==> config.mk <==
export PLATFORM = sky130hd
export DESIGN_NAME = ifp_core
export DESIGN_NICKNAME = d
export VERILOG_FILES = /design/src/rtl/ifp_pkg.sv /design/src/rtl/ifp_phase_if.sv /design/src/rtl/ifp_core.sv /design/src/rtl/ifp_phase_gen.sv
export VERILOG_INCLUDE_DIRS = /design/src /design/src/rtl
export SDC_FILE = /design/constraint.sdc
export NUM_CORES = 2
export LEC_CHECK = 0
export ABC_AREA = 1
export ABC_CLOCK_PERIOD_IN_PS = 37700
export BUFFER_PORTS_ARGS = -buffer_cell sky130_fd_sc_hd__buf_2
export CAP_MARGIN = 10
export CELL_PAD_IN_SITES_DETAIL_PLACEMENT = 0
export CELL_PAD_IN_SITES_GLOBAL_PLACEMENT = 1
export CORE_ASPECT_RATIO = 1.2
export CORE_MARGIN = 2
export CORE_UTILIZATION = 50
export DETAILED_ROUTE_END_ITERATION = 16
export PLACE_DENSITY_LB_ADDON = 0.12
export SLEW_MARGIN = 30
export SYNTH_ARGS = -nofsm -noshare
export SYNTH_HDL_FRONTEND = slang
export SYNTH_SLANG_ARGS = --single-unit
==> constraint.sdc <==
create_clock -name i_sys_clk -period 37.7 [get_ports i_sys_clk]
set_clock_uncertainty 0.15 [all_clocks]
set_input_delay 1.885 -clock i_sys_clk [delete_from_list [all_inputs] [get_ports i_sys_clk]]
set_output_delay 1.885 -clock i_sys_clk [all_outputs]
set_load 0.005 [all_outputs]
==> src/rtl/ifp_consts.svh <==
// constants for the instruction fetch pipeline
// Function
// - clock divided by four into four non-overlapping phases per cycle.
// - counter advances in phase one; fetched word latched in phase four.
// - word latched in one cycle is executed during the next cycle.
// - fetch overlaps execute, one plain instruction per cycle.
// - flow changes take two cycles; prefetched word is discarded.
// - operand read in phase two, destination written in phase four.
// - program memory byte addressed, word low byte at even address.
// - counter steps by two; its lowest bit reads zero except after adding an odd working register to its low byte.
// - absolute jump and call load a word address into bits 20..1.
// - relative branch displacement in bytes is twice the offset.
// - two-word instructions carry 1111 prefix and 12 literal bits.
// - lone 1111-prefixed word is a no-op; in sequence supplies operand.
// - adding working register to counter low byte jumps that many bytes.
// - return with literal loads working register and pops the stack.
// - table pointer addresses a byte; table latch holds one moved byte.
// - both bytes of a program word are reachable by table access.
// - call increments stack pointer, then stores advanced counter.
`ifndef IFP_CONSTS_SVH
`define IFP_CONSTS_SVH

`define IFP_PC_W          21
`define IFP_TP_W          22
`define IFP_SP_W          5
`define IFP_STACK_DEPTH   31
`define IFP_PC_RST        21'h000000
`define IFP_PC_STEP       21'h000002
`define IFP_SP_RST        5'h00
`define IFP_TP_STEP       22'h000001
`define IFP_PAIR_PFX      4'hF
`define IFP_ACCESS_SPLIT  8'h60
`define IFP_ACCESS_HI_BNK 4'hF
`define IFP_ACCESS_LO_BNK 4'h0
`define IFP_CLB_FILE      8'hF9
`define IFP_OPC_GOTO      8'hEF
`define IFP_OPC_CALL      7'h76
`define IFP_OPC_LFSR      8'hEE
`define IFP_OPC_MOVE_PAIR 4'hC
`define IFP_OPC_BRA       5'h1A
`define IFP_OPC_RET_LIT   8'h0C
`define IFP_OPC_MOVLW     8'h0E
`define IFP_OPC_ADD_W     6'h09
`define IFP_OPC_TEST_SKIP 7'h33
`define IFP_OPC_RETURN    15'h0009
`define IFP_OPC_TBLRD     15'h0004

`endif

==> src/rtl/ifp_pkg.sv <==
// types shared by the instruction fetch pipeline
package ifp_pkg;

    typedef enum logic [1:0] {PH_Q1, PH_Q2, PH_Q3, PH_Q4} ifp_phase_t;

    typedef enum logic [3:0] {
        OP_NOP,
        OP_MOVLW,
        OP_ADD_W,
        OP_TEST_SKIP,
        OP_BRA,
        OP_GOTO,
        OP_CALL,
        OP_RETURN,
        OP_RET_LIT,
        OP_MOVE_PAIR,
        OP_LFSR,
        OP_TBLRD
    } ifp_op_t;

endpackage : ifp_pkg

==> src/rtl/ifp_phase_if.sv <==
// phase enables passed from the divider to the core
interface ifp_phase_if;
    import ifp_pkg::*;
    logic q1;
    logic q2;
    logic q3;
    logic q4;

    modport gen  (output q1, output q2, output q3, output q4);
    modport core (input q1, input q2, input q3, input q4);
endinterface : ifp_phase_if

==> src/rtl/ifp_core.sv <==
// fetch/execute sequencer of the 8-bit core
`include "ifp_consts.svh"

module ifp_core
    import ifp_pkg::*;
#(
    parameter int STACK_DEPTH = `IFP_STACK_DEPTH
)
(
    input  wire logic                  i_sys_clk,
    input  wire logic                  i_sys_rst,
    output logic [`IFP_PC_W-1:0]       o_pm_addr,
    input  wire logic [15:0]           i_pm_word,
    output logic                       o_dm_rd,
    output logic                       o_dm_wr,
    output logic [11:0]                o_dm_addr,
    output logic [7:0]                 o_dm_wdata,
    input  wire logic [7:0]            i_dm_rdata,
    input  wire logic [3:0]            i_bank_sel,
    input  wire logic                  i_tp_load,
    input  wire logic [`IFP_TP_W-1:0]  i_tp_value,
    output logic [`IFP_PC_W-1:0]       o_program_counter,
    output logic [7:0]                 o_working_register,
    output logic [15:0]                o_instruction_holding_register,
    output logic                       o_ir_valid,
    output logic [`IFP_TP_W-1:0]       o_table_pointer,
    output logic [7:0]                 o_table_latch,
    output logic [`IFP_SP_W-1:0]       o_return_stack_pointer,
    output logic                       o_stack_full,
    output logic                       o_stack_underflow
);
    // ======================================================
    // decode helpers
    function automatic ifp_op_t dec_op(input logic [15:0] w);
        ifp_op_t r;
        r = OP_NOP;
        if (w[15:8] == `IFP_OPC_GOTO)
            r = OP_GOTO;
        else if (w[15:9] == `IFP_OPC_CALL)
            r = OP_CALL;
        else if (w[15:8] == `IFP_OPC_LFSR)
            r = OP_LFSR;
        else if (w[15:12] == `IFP_OPC_MOVE_PAIR)
            r = OP_MOVE_PAIR;
        else if (w[15:11] == `IFP_OPC_BRA)
            r = OP_BRA;
        else if (w[15:8] == `IFP_OPC_RET_LIT)
            r = OP_RET_LIT;
        else if (w[15:8] == `IFP_OPC_MOVLW)
            r = OP_MOVLW;
        else if (w[15:10] == `IFP_OPC_ADD_W)
            r = OP_ADD_W;
        else if (w[15:9] == `IFP_OPC_TEST_SKIP)
            r = OP_TEST_SKIP;
        else if (w[15:1] == `IFP_OPC_RETURN)
            r = OP_RETURN;
        else if (w[15:1] == `IFP_OPC_TBLRD)
            r = OP_TBLRD;
        return r;
    endfunction : dec_op

    // access bit clear: low files in bank 0, high files in the top bank
    function automatic logic [11:0] acc_addr(input logic       a,
                                             input logic [7:0] f,
                                             input logic [3:0] bank);
        logic [3:0] b;
        b = bank;
        if (!a)
            b = (f < `IFP_ACCESS_SPLIT) ? `IFP_ACCESS_LO_BNK
                                        : `IFP_ACCESS_HI_BNK;
        return {b, f};
    endfunction : acc_addr

    // ======================================================
    // phase divider
    ifp_phase_if ph_if ();

    ifp_phase_gen u_phase_gen (
        .i_sys_clk (i_sys_clk),
        .i_sys_rst (i_sys_rst),
        .ph        (ph_if.gen)
    );

    // ======================================================
    // state
    logic [`IFP_PC_W-1:0] pc_ff,    nxt_pc;
    logic [`IFP_PC_W-1:0] fa_ff,    nxt_fa;
    logic [15:0]          fetch_ff, nxt_fetch;
    logic                 fval_ff,  nxt_fval;
    logic [15:0]          ir_ff,    nxt_ir;
    logic                 irv_ff,   nxt_irv;
    logic                 pair_ff,  nxt_pair;
    logic                 irp_ff,   nxt_irp;
    logic [7:0]           w_ff,     nxt_w;
    logic [7:0]           opnd_ff,  nxt_opnd;
    logic [7:0]           res_ff,   nxt_res;
    logic [11:0]          dma_ff,   nxt_dma;
    logic [`IFP_TP_W-1:0] tp_ff,    nxt_tp;
    logic [7:0]           tlat_ff,  nxt_tlat;
    logic                 tbl_ff,   nxt_tbl;
    logic                 tinc_ff,  nxt_tinc;
    logic [`IFP_SP_W-1:0] sp_ff,    nxt_sp;
    logic                 full_ff,  nxt_full;
    logic                 unf_ff,   nxt_unf;
    logic [`IFP_PC_W-1:0] stk_ff    [1:STACK_DEPTH];
    logic [`IFP_PC_W-1:0] nxt_stk   [1:STACK_DEPTH];

    ifp_op_t              op;
    logic                 clb;
    logic                 dst_file;
    logic [`IFP_PC_W-1:0] abs_tgt;
    logic [`IFP_PC_W-1:0] rel_tgt;
    logic [`IFP_SP_W-1:0] sp_inc;

    // ======================================================
    // execute-side decode of the held word
    always_comb
    begin
        op       = dec_op(ir_ff);
        clb      = !ir_ff[8] && (ir_ff[7:0] == `IFP_CLB_FILE);
        dst_file = ir_ff[9];
        // second word arrives on the bus in the same phase four
        abs_tgt  = {i_pm_word[11:0], ir_ff[7:0], 1'b0};
        rel_tgt  = fa_ff + {{9{ir_ff[10]}}, ir_ff[10:0], 1'b0};
        sp_inc   = sp_ff + `IFP_SP_W'(1);
    end

    // ======================================================
    // next-state
    always_comb
    begin
        nxt_pc    = pc_ff;
        nxt_fa    = fa_ff;
        nxt_fetch = fetch_ff;
        nxt_fval  = fval_ff;
        nxt_ir    = ir_ff;
        nxt_irv   = irv_ff;
        nxt_pair  = pair_ff;
        nxt_irp   = irp_ff;
        nxt_w     = w_ff;
        nxt_opnd  = opnd_ff;
        nxt_res   = res_ff;
        nxt_dma   = dma_ff;
        nxt_tp    = tp_ff;
        nxt_tlat  = tlat_ff;
        nxt_tbl   = tbl_ff;
        nxt_tinc  = tinc_ff;
        nxt_sp    = sp_ff;
        nxt_full  = full_ff;
        nxt_unf   = unf_ff;
        nxt_stk   = stk_ff;

        if (ph_if.q1)
        begin
            if (tbl_ff)
            begin
                // borrowed cycle: bus reads the word holding the byte
                nxt_fa  = {tp_ff[`IFP_PC_W-1:1], 1'b0};
                nxt_irv = 1'b0;
            end
            else
            begin
                nxt_fa   = pc_ff;
                nxt_pc   = pc_ff + `IFP_PC_STEP;
                nxt_ir   = fetch_ff;
                nxt_irv  = fval_ff;
                nxt_irp  = pair_ff;
                nxt_pair = 1'b0;
                if (pair_ff || dec_op(fetch_ff) == OP_MOVE_PAIR)
                    nxt_dma = fetch_ff[11:0];
                else
                    nxt_dma = acc_addr(fetch_ff[8], fetch_ff[7:0],
                                       i_bank_sel);
            end
        end

        if (o_dm_rd)
            nxt_opnd = i_dm_rdata;

        if (ph_if.q3)
        begin
            if (clb)
                nxt_res = fa_ff[7:0] + w_ff;
            else if (irp_ff)
                nxt_res = opnd_ff;
            else
                nxt_res = opnd_ff + w_ff;
        end

        if (ph_if.q4)
        begin
            if (tbl_ff)
            begin
                nxt_tlat = tp_ff[0] ? i_pm_word[15:8]
                                    : i_pm_word[7:0];
                if (tinc_ff)
                    nxt_tp = tp_ff + `IFP_TP_STEP;
                nxt_tbl = 1'b0;
            end
            else
            begin
                nxt_fetch = i_pm_word;
                nxt_fval  = 1'b1;
                if (irv_ff && !irp_ff)
                begin
                    unique case (op)
                        OP_MOVLW:
                            nxt_w = ir_ff[7:0];
                        OP_ADD_W:
                        begin
                            if (clb && dst_file)
                            begin
                                nxt_pc   = {fa_ff[`IFP_PC_W-1:8], res_ff};
                                nxt_fval = 1'b0;
                            end
                            else if (!dst_file)
                                nxt_w = res_ff;
                        end
                        OP_TEST_SKIP:
                            if (opnd_ff == 8'h00)
                                nxt_fval = 1'b0;
                        OP_BRA:
                        begin
                            nxt_pc   = rel_tgt;
                            nxt_fval = 1'b0;
                        end
                        OP_GOTO:
                        begin
                            nxt_pc   = abs_tgt;
                            nxt_fval = 1'b0;
                        end
                        OP_CALL:
                        begin
                            // a full stack keeps its last entry intact
                            if (sp_ff < STACK_DEPTH[`IFP_SP_W-1:0])
                            begin
                                nxt_sp          = sp_inc;
                                nxt_stk[sp_inc] = pc_ff;
                                if (sp_inc == STACK_DEPTH[`IFP_SP_W-1:0])
                                    nxt_full = 1'b1;
                            end
                            else
                                nxt_full = 1'b1;
                            nxt_pc   = abs_tgt;
                            nxt_fval = 1'b0;
                        end
                        OP_RETURN,
                        OP_RET_LIT:
                        begin
                            if (op == OP_RET_LIT)
                                nxt_w = ir_ff[7:0];
                            if (sp_ff == `IFP_SP_RST)
                            begin
                                nxt_pc  = `IFP_PC_RST;
                                nxt_unf = 1'b1;
                            end
                            else
                            begin
                                nxt_pc = stk_ff[sp_ff];
                                nxt_sp = sp_ff - `IFP_SP_W'(1);
                            end
                            nxt_fval = 1'b0;
                        end
                        OP_MOVE_PAIR:
                            nxt_pair = 1'b1;
                        OP_TBLRD:
                        begin
                            nxt_tbl  = 1'b1;
                            nxt_tinc = ir_ff[0];
                        end
                        OP_NOP,
                        OP_LFSR:
                            nxt_pair = 1'b0;
                    endcase
                end
            end
        end

        if (i_tp_load)
            nxt_tp = i_tp_value;
    end

    // ======================================================
    // registers
    always_ff @(posedge i_sys_clk or posedge i_sys_rst)
    begin
        if (i_sys_rst)
        begin
            pc_ff    <= `IFP_PC_RST;
            fa_ff    <= `IFP_PC_RST;
            fetch_ff <= 16'h0000;
            fval_ff  <= 1'b0;
            ir_ff    <= 16'h0000;
            irv_ff   <= 1'b0;
            pair_ff  <= 1'b0;
            irp_ff   <= 1'b0;
            w_ff     <= 8'h00;
            opnd_ff  <= 8'h00;
            res_ff   <= 8'h00;
            dma_ff   <= 12'h000;
            tp_ff    <= 22'h000000;
            tlat_ff  <= 8'h00;
            tbl_ff   <= 1'b0;
            tinc_ff  <= 1'b0;
            sp_ff    <= `IFP_SP_RST;
            full_ff  <= 1'b0;
            unf_ff   <= 1'b0;
            for (int i = 1; i <= STACK_DEPTH; i++)
                stk_ff[i] <= `IFP_PC_RST;
        end
        else
        begin
            pc_ff    <= nxt_pc;
            fa_ff    <= nxt_fa;
            fetch_ff <= nxt_fetch;
            fval_ff  <= nxt_fval;
            ir_ff    <= nxt_ir;
            irv_ff   <= nxt_irv;
            pair_ff  <= nxt_pair;
            irp_ff   <= nxt_irp;
            w_ff     <= nxt_w;
            opnd_ff  <= nxt_opnd;
            res_ff   <= nxt_res;
            dma_ff   <= nxt_dma;
            tp_ff    <= nxt_tp;
            tlat_ff  <= nxt_tlat;
            tbl_ff   <= nxt_tbl;
            tinc_ff  <= nxt_tinc;
            sp_ff    <= nxt_sp;
            full_ff  <= nxt_full;
            unf_ff   <= nxt_unf;
            stk_ff   <= nxt_stk;
        end
    end

    // ======================================================
    // data memory strobes and outputs
    // counter low byte lives here for add, but a test-skip of it still reads the data bus
    assign o_dm_rd = ph_if.q2 && irv_ff && !irp_ff
                     && ((op == OP_ADD_W && !clb) || op == OP_TEST_SKIP
                         || op == OP_MOVE_PAIR);
    assign o_dm_wr = ph_if.q4 && irv_ff && !tbl_ff
                     && (irp_ff
                         || (op == OP_ADD_W && dst_file && !clb));

    assign o_pm_addr                      = fa_ff;
    assign o_dm_addr                      = dma_ff;
    assign o_dm_wdata                     = res_ff;
    assign o_program_counter              = pc_ff;
    assign o_working_register             = w_ff;
    assign o_instruction_holding_register = ir_ff;
    assign o_ir_valid                     = irv_ff;
    assign o_table_pointer                = tp_ff;
    assign o_table_latch                  = tlat_ff;
    assign o_return_stack_pointer         = sp_ff;
    assign o_stack_full                   = full_ff;
    assign o_stack_underflow              = unf_ff;
endmodule : ifp_core

==> src/rtl/ifp_phase_gen.sv <==
// divide-by-four phase enable generator
module ifp_phase_gen
    import ifp_pkg::*;
(
    input  wire logic   i_sys_clk,
    input  wire logic   i_sys_rst,
    ifp_phase_if.gen    ph
);
    ifp_phase_t ph_ff;
    ifp_phase_t nxt_ph;

    always_comb
    begin
        unique case (ph_ff)
            PH_Q1: nxt_ph = PH_Q2;
            PH_Q2: nxt_ph = PH_Q3;
            PH_Q3: nxt_ph = PH_Q4;
            PH_Q4: nxt_ph = PH_Q1;
        endcase
    end

    always_ff @(posedge i_sys_clk or posedge i_sys_rst)
    begin
        if (i_sys_rst)
            ph_ff <= PH_Q1;
        else
            ph_ff <= nxt_ph;
    end

    // one-hot, so no two phases are ever active together
    assign ph.q1 = (ph_ff == PH_Q1);
    assign ph.q2 = (ph_ff == PH_Q2);
    assign ph.q3 = (ph_ff == PH_Q3);
    assign ph.q4 = (ph_ff == PH_Q4);
endmodule : ifp_phase_gen

==> results.yml <==
status:
  outcome: "complete, no violations"
worst_hold_path:
  holdCritStartpoint: "stk_ff[180]"
  hold_end: "stk_ff[180]"
  hold_depth: 2
  hold_class: "reg2reg"
clocking:
  cts_tree: "yes"
  postCtsSetupBuffers: 0
  ctsResizeCount: 0
  cts_buffers: 84
  cts.sinks: 798
  clk_latency_ns: 0.66
  cts_max_level: 3
  cts.root.buffer_cell: "clkbuf_16"
  holdBufCountCts: 0
  cts_max_path_buffers: 3
  cts.reportedPaths.clkPinSlew_ns: 0.06
finish:
  final-instance-count-excl-fill: 5959
  drive_above_1_share: 0.0934
  insertedDiodeCount: 0
  nets: 4966
  multi_input_area_um2: 16900
  final_core_util: 0.548
  synthToLayoutAreaGrowth_pct: 8.92
  fillCellCount: 7541
  seqCellArea_um2: 20000
floorplanning:
  die_w_um: 261
  core_region_area_um2: 78800
  ioPinCount: 179
  die_h_um: 312
  start_util: 0.503
  die_area_um2: 81500
  rows: 113
timing:
  rsz0062_at_grt: "no"
  finalSetupTns_ns: 0
  min_period_ns: 5.53
  slew_headroom: 0.345
  finalHoldViolCount: 0
  drv_slew: 0
  max_freq_mhz: 181
  whs_ns: 0.324
  setup_viol: 0
  worstMarginPinSlew_ns: 0.983
  fin_crit_sh: 0.147
critical_path:
  crit_arrival_ns: 3.50
  crit_path_start_kind: "register"
  critPathRequiredTime_ns: 35.67
  end_kind: "primary output"
  crit_path_frequent_cell: "inv_1"
  crit_chain: "inv_1 -> nor3_2 -> buf_4 -> inv_1 -> buf_4 -> o211ai_1 -> nand3_1 -> inv_1 -> buf_2"
  slowest_delay_ns: 0.82
  reg2reg_slack_ns: 33.51
  r2r_end: "stk_ff[219]"
  cpLargestDelayFamily: "buffers and inverters"
  slowest_stage: "dfrtp_1"
  path_class: "reg2out"
  r2r-start: "o_return_stack_pointer[0]"
  ff2ff_path_depth: 9
  path_buf_inv: 6
  worstPathMaxFanout: 20
power:
  powerDensity_nw_per_um2: 48.7
  leakage_nw: 20.4
  ir_drop_uv: 36.8
placed_design:
  globalplace.congestion: 0.939
  dp.cells: 5812
  dpl.hpwl_mm: 77.7
  numPortBuffers: 178
yosys:
  async_flop_share: 1.00
  synth-edff-count: 0
  syn_inst: 4900
  ys_dominant_reg_cell: "dfrtp_1"
  synth_cell_types: 47
  avgSynthCellArea_um2: 8.08
  yosysSeqAreaShare: 0.504
  ys_seq_elements: 798
  netlist_area_um2: 39600
  synth-warning-count: 0
  synth_nets: 5002
grt:
  grt_pass1_vias: 32800
  grt_usage: 0.321
  grt_pass1_wl_mm: 200
  grt_start_max_net_pins: 169
  antenna_found_initial: 0
  grt_overflow: 0
routing:
  drt-initial-drc-count: 3483
  wirelength_mm: 130
  vias: 34100
  drtPass1Iterations: 6
  wire_per_inst_um: 21.8
  drc: 0
  via_per_inst: 5.73
  antenna_left: 0
flow_run:
  drv_cap: 0
-- registers in the layout, indices dropped and copies added (netlist names), 2 cells and up --
register and count:
stk_ff 651, o_table_pointer 22, o_pm_addr 21, o_program_counter 21
fetch_ff 16, o_instruction_holding_register 16, o_dm_wdata 8, o_table_latch 8
o_working_register 8, opnd_ff 8, o_return_stack_pointer 5, o_dm_addr 4
u_phase_gen.ph_ff 2
-- cell families after synthesis --
| group | count (synthesis) | share of synthesized area |
|---|---|---|
| flip-flops | 798 | 0.504 |
| AND/OR/NAND/NOR | 2212 | 0.231 |
| buffers and inverters | 554 | 0.0692 |
| adder cells (fa/ha/maj) | 49 | 0.0161 |
| XOR/XNOR | 44 | 0.00973 |
| AO/OA/AOI/OAI | 1243 | 0.170 |
-- area by class of cell --
cell class / count / area share
flip-flops and latches: 798 / 0.463
multi-input cells: 3548 / 0.393
clock buffers: 126 / 0.0585
repair buffers: 232 / 0.0321
well taps: 1035 / 0.0300
inverters: 200 / 0.0178
clock inverters: 20 / 0.00554
-- placed cells by master, fill, tap and decap left out, types with 31 or more instances in the layout --
master / Yosys / routed
o21ai_1: 620 / 620
a21oi_1: 186 / 186
xor2_1: 33 / 33
nor2_1: 362 / 360
o21ai_0: 246 / 246
nand4_1: 80 / 80
nand2_1: 1500 / 1499
buf_4: 10 / 44
buf_2: 54 / 178
clkbuf_16: 0 / 87
o211ai_1: 99 / 99
nand2_4: 24 / 31
nand3_1: 190 / 190
ha_1: 46 / 46
inv_1: 190 / 182
dfrtp_1: 798 / 794
-- power breakdown --
group,switching [mW],internal (mW),total [mW]
Sequential,0.0473,0.882,0.929
Combinational,0.239,0.0884,0.327
Clock,0.355,0.489,0.844
Total,0.641,1.46,2.10
-- synth_stat cells (all sizes together), types with 46 or more instances --
cell,instances,area share
buf,155,0.031
nor2,369,0.037
inv,196,0.019
ha,46,0.015
dfrtp,798,0.50
nand2,1530,0.15
nand3,190,0.024
a21oi,186,0.024
o211ai,100,0.019
nand4,80,0.013
o21ai,895,0.12
clkbuf,199,0.019
-- routing by layer --
metal,share of wire,GRT usage,up-vias
met4,0.034,0.111,0
met1,0.42,0.431,16600
met5,0,0,-
li1,-,-,16200
met2,0.48,0.537,1140
met3,0.060,0.0420,244
-- how the worst max path moves through the flow --
| stage | to | startpoint | cells after the start | slack (ns) |
|---|---|---|---|---|
| finish | o_dm_rd | o_instruction_holding_register[10] | 9 | 32.17 |
| global route | o_dm_rd | o_instruction_holding_register[10] | 9 | 31.96 |
| CTS | o_dm_rd | o_instruction_holding_register[10] | 9 | 32.15 |
| detailed placement | stk_ff[54] | i_sys_rst | 5 | 32.30 |
| global placement | stk_ff[14] | i_sys_rst | 5 | 32.32 |
| floorplan | fetch_ff[0] | i_sys_rst | 1 | 13.26 |
-- worst reg2reg max path: cells and delay by family (launching register included) --
| family | cells | cell delay [ns] |
|---|---|---|
| flip-flops | 1 | 0.50 |
| AND/OR/NAND/NOR | 3 | 0.97 |
| adder cells (fa/ha/maj) | 1 | 0.27 |
| buffers and inverters | 4 | 2.09 |
| AO/OA/AOI/OAI | 1 | 0.07 |
-- stage by stage --
step,worst slack [ns],area (um2),total power [mW]
2_1_floorplan,13.26,39600,1.13
6_report,32.17,43100,2.10
3_3_place_gp,32.32,40300,1.27
3_5_place_dp,32.30,40300,1.27
5_1_grt,31.96,43100,2.18
4_1_cts,32.15,43100,2.11
No activity file was read; power rests on OpenSTA's default activity.
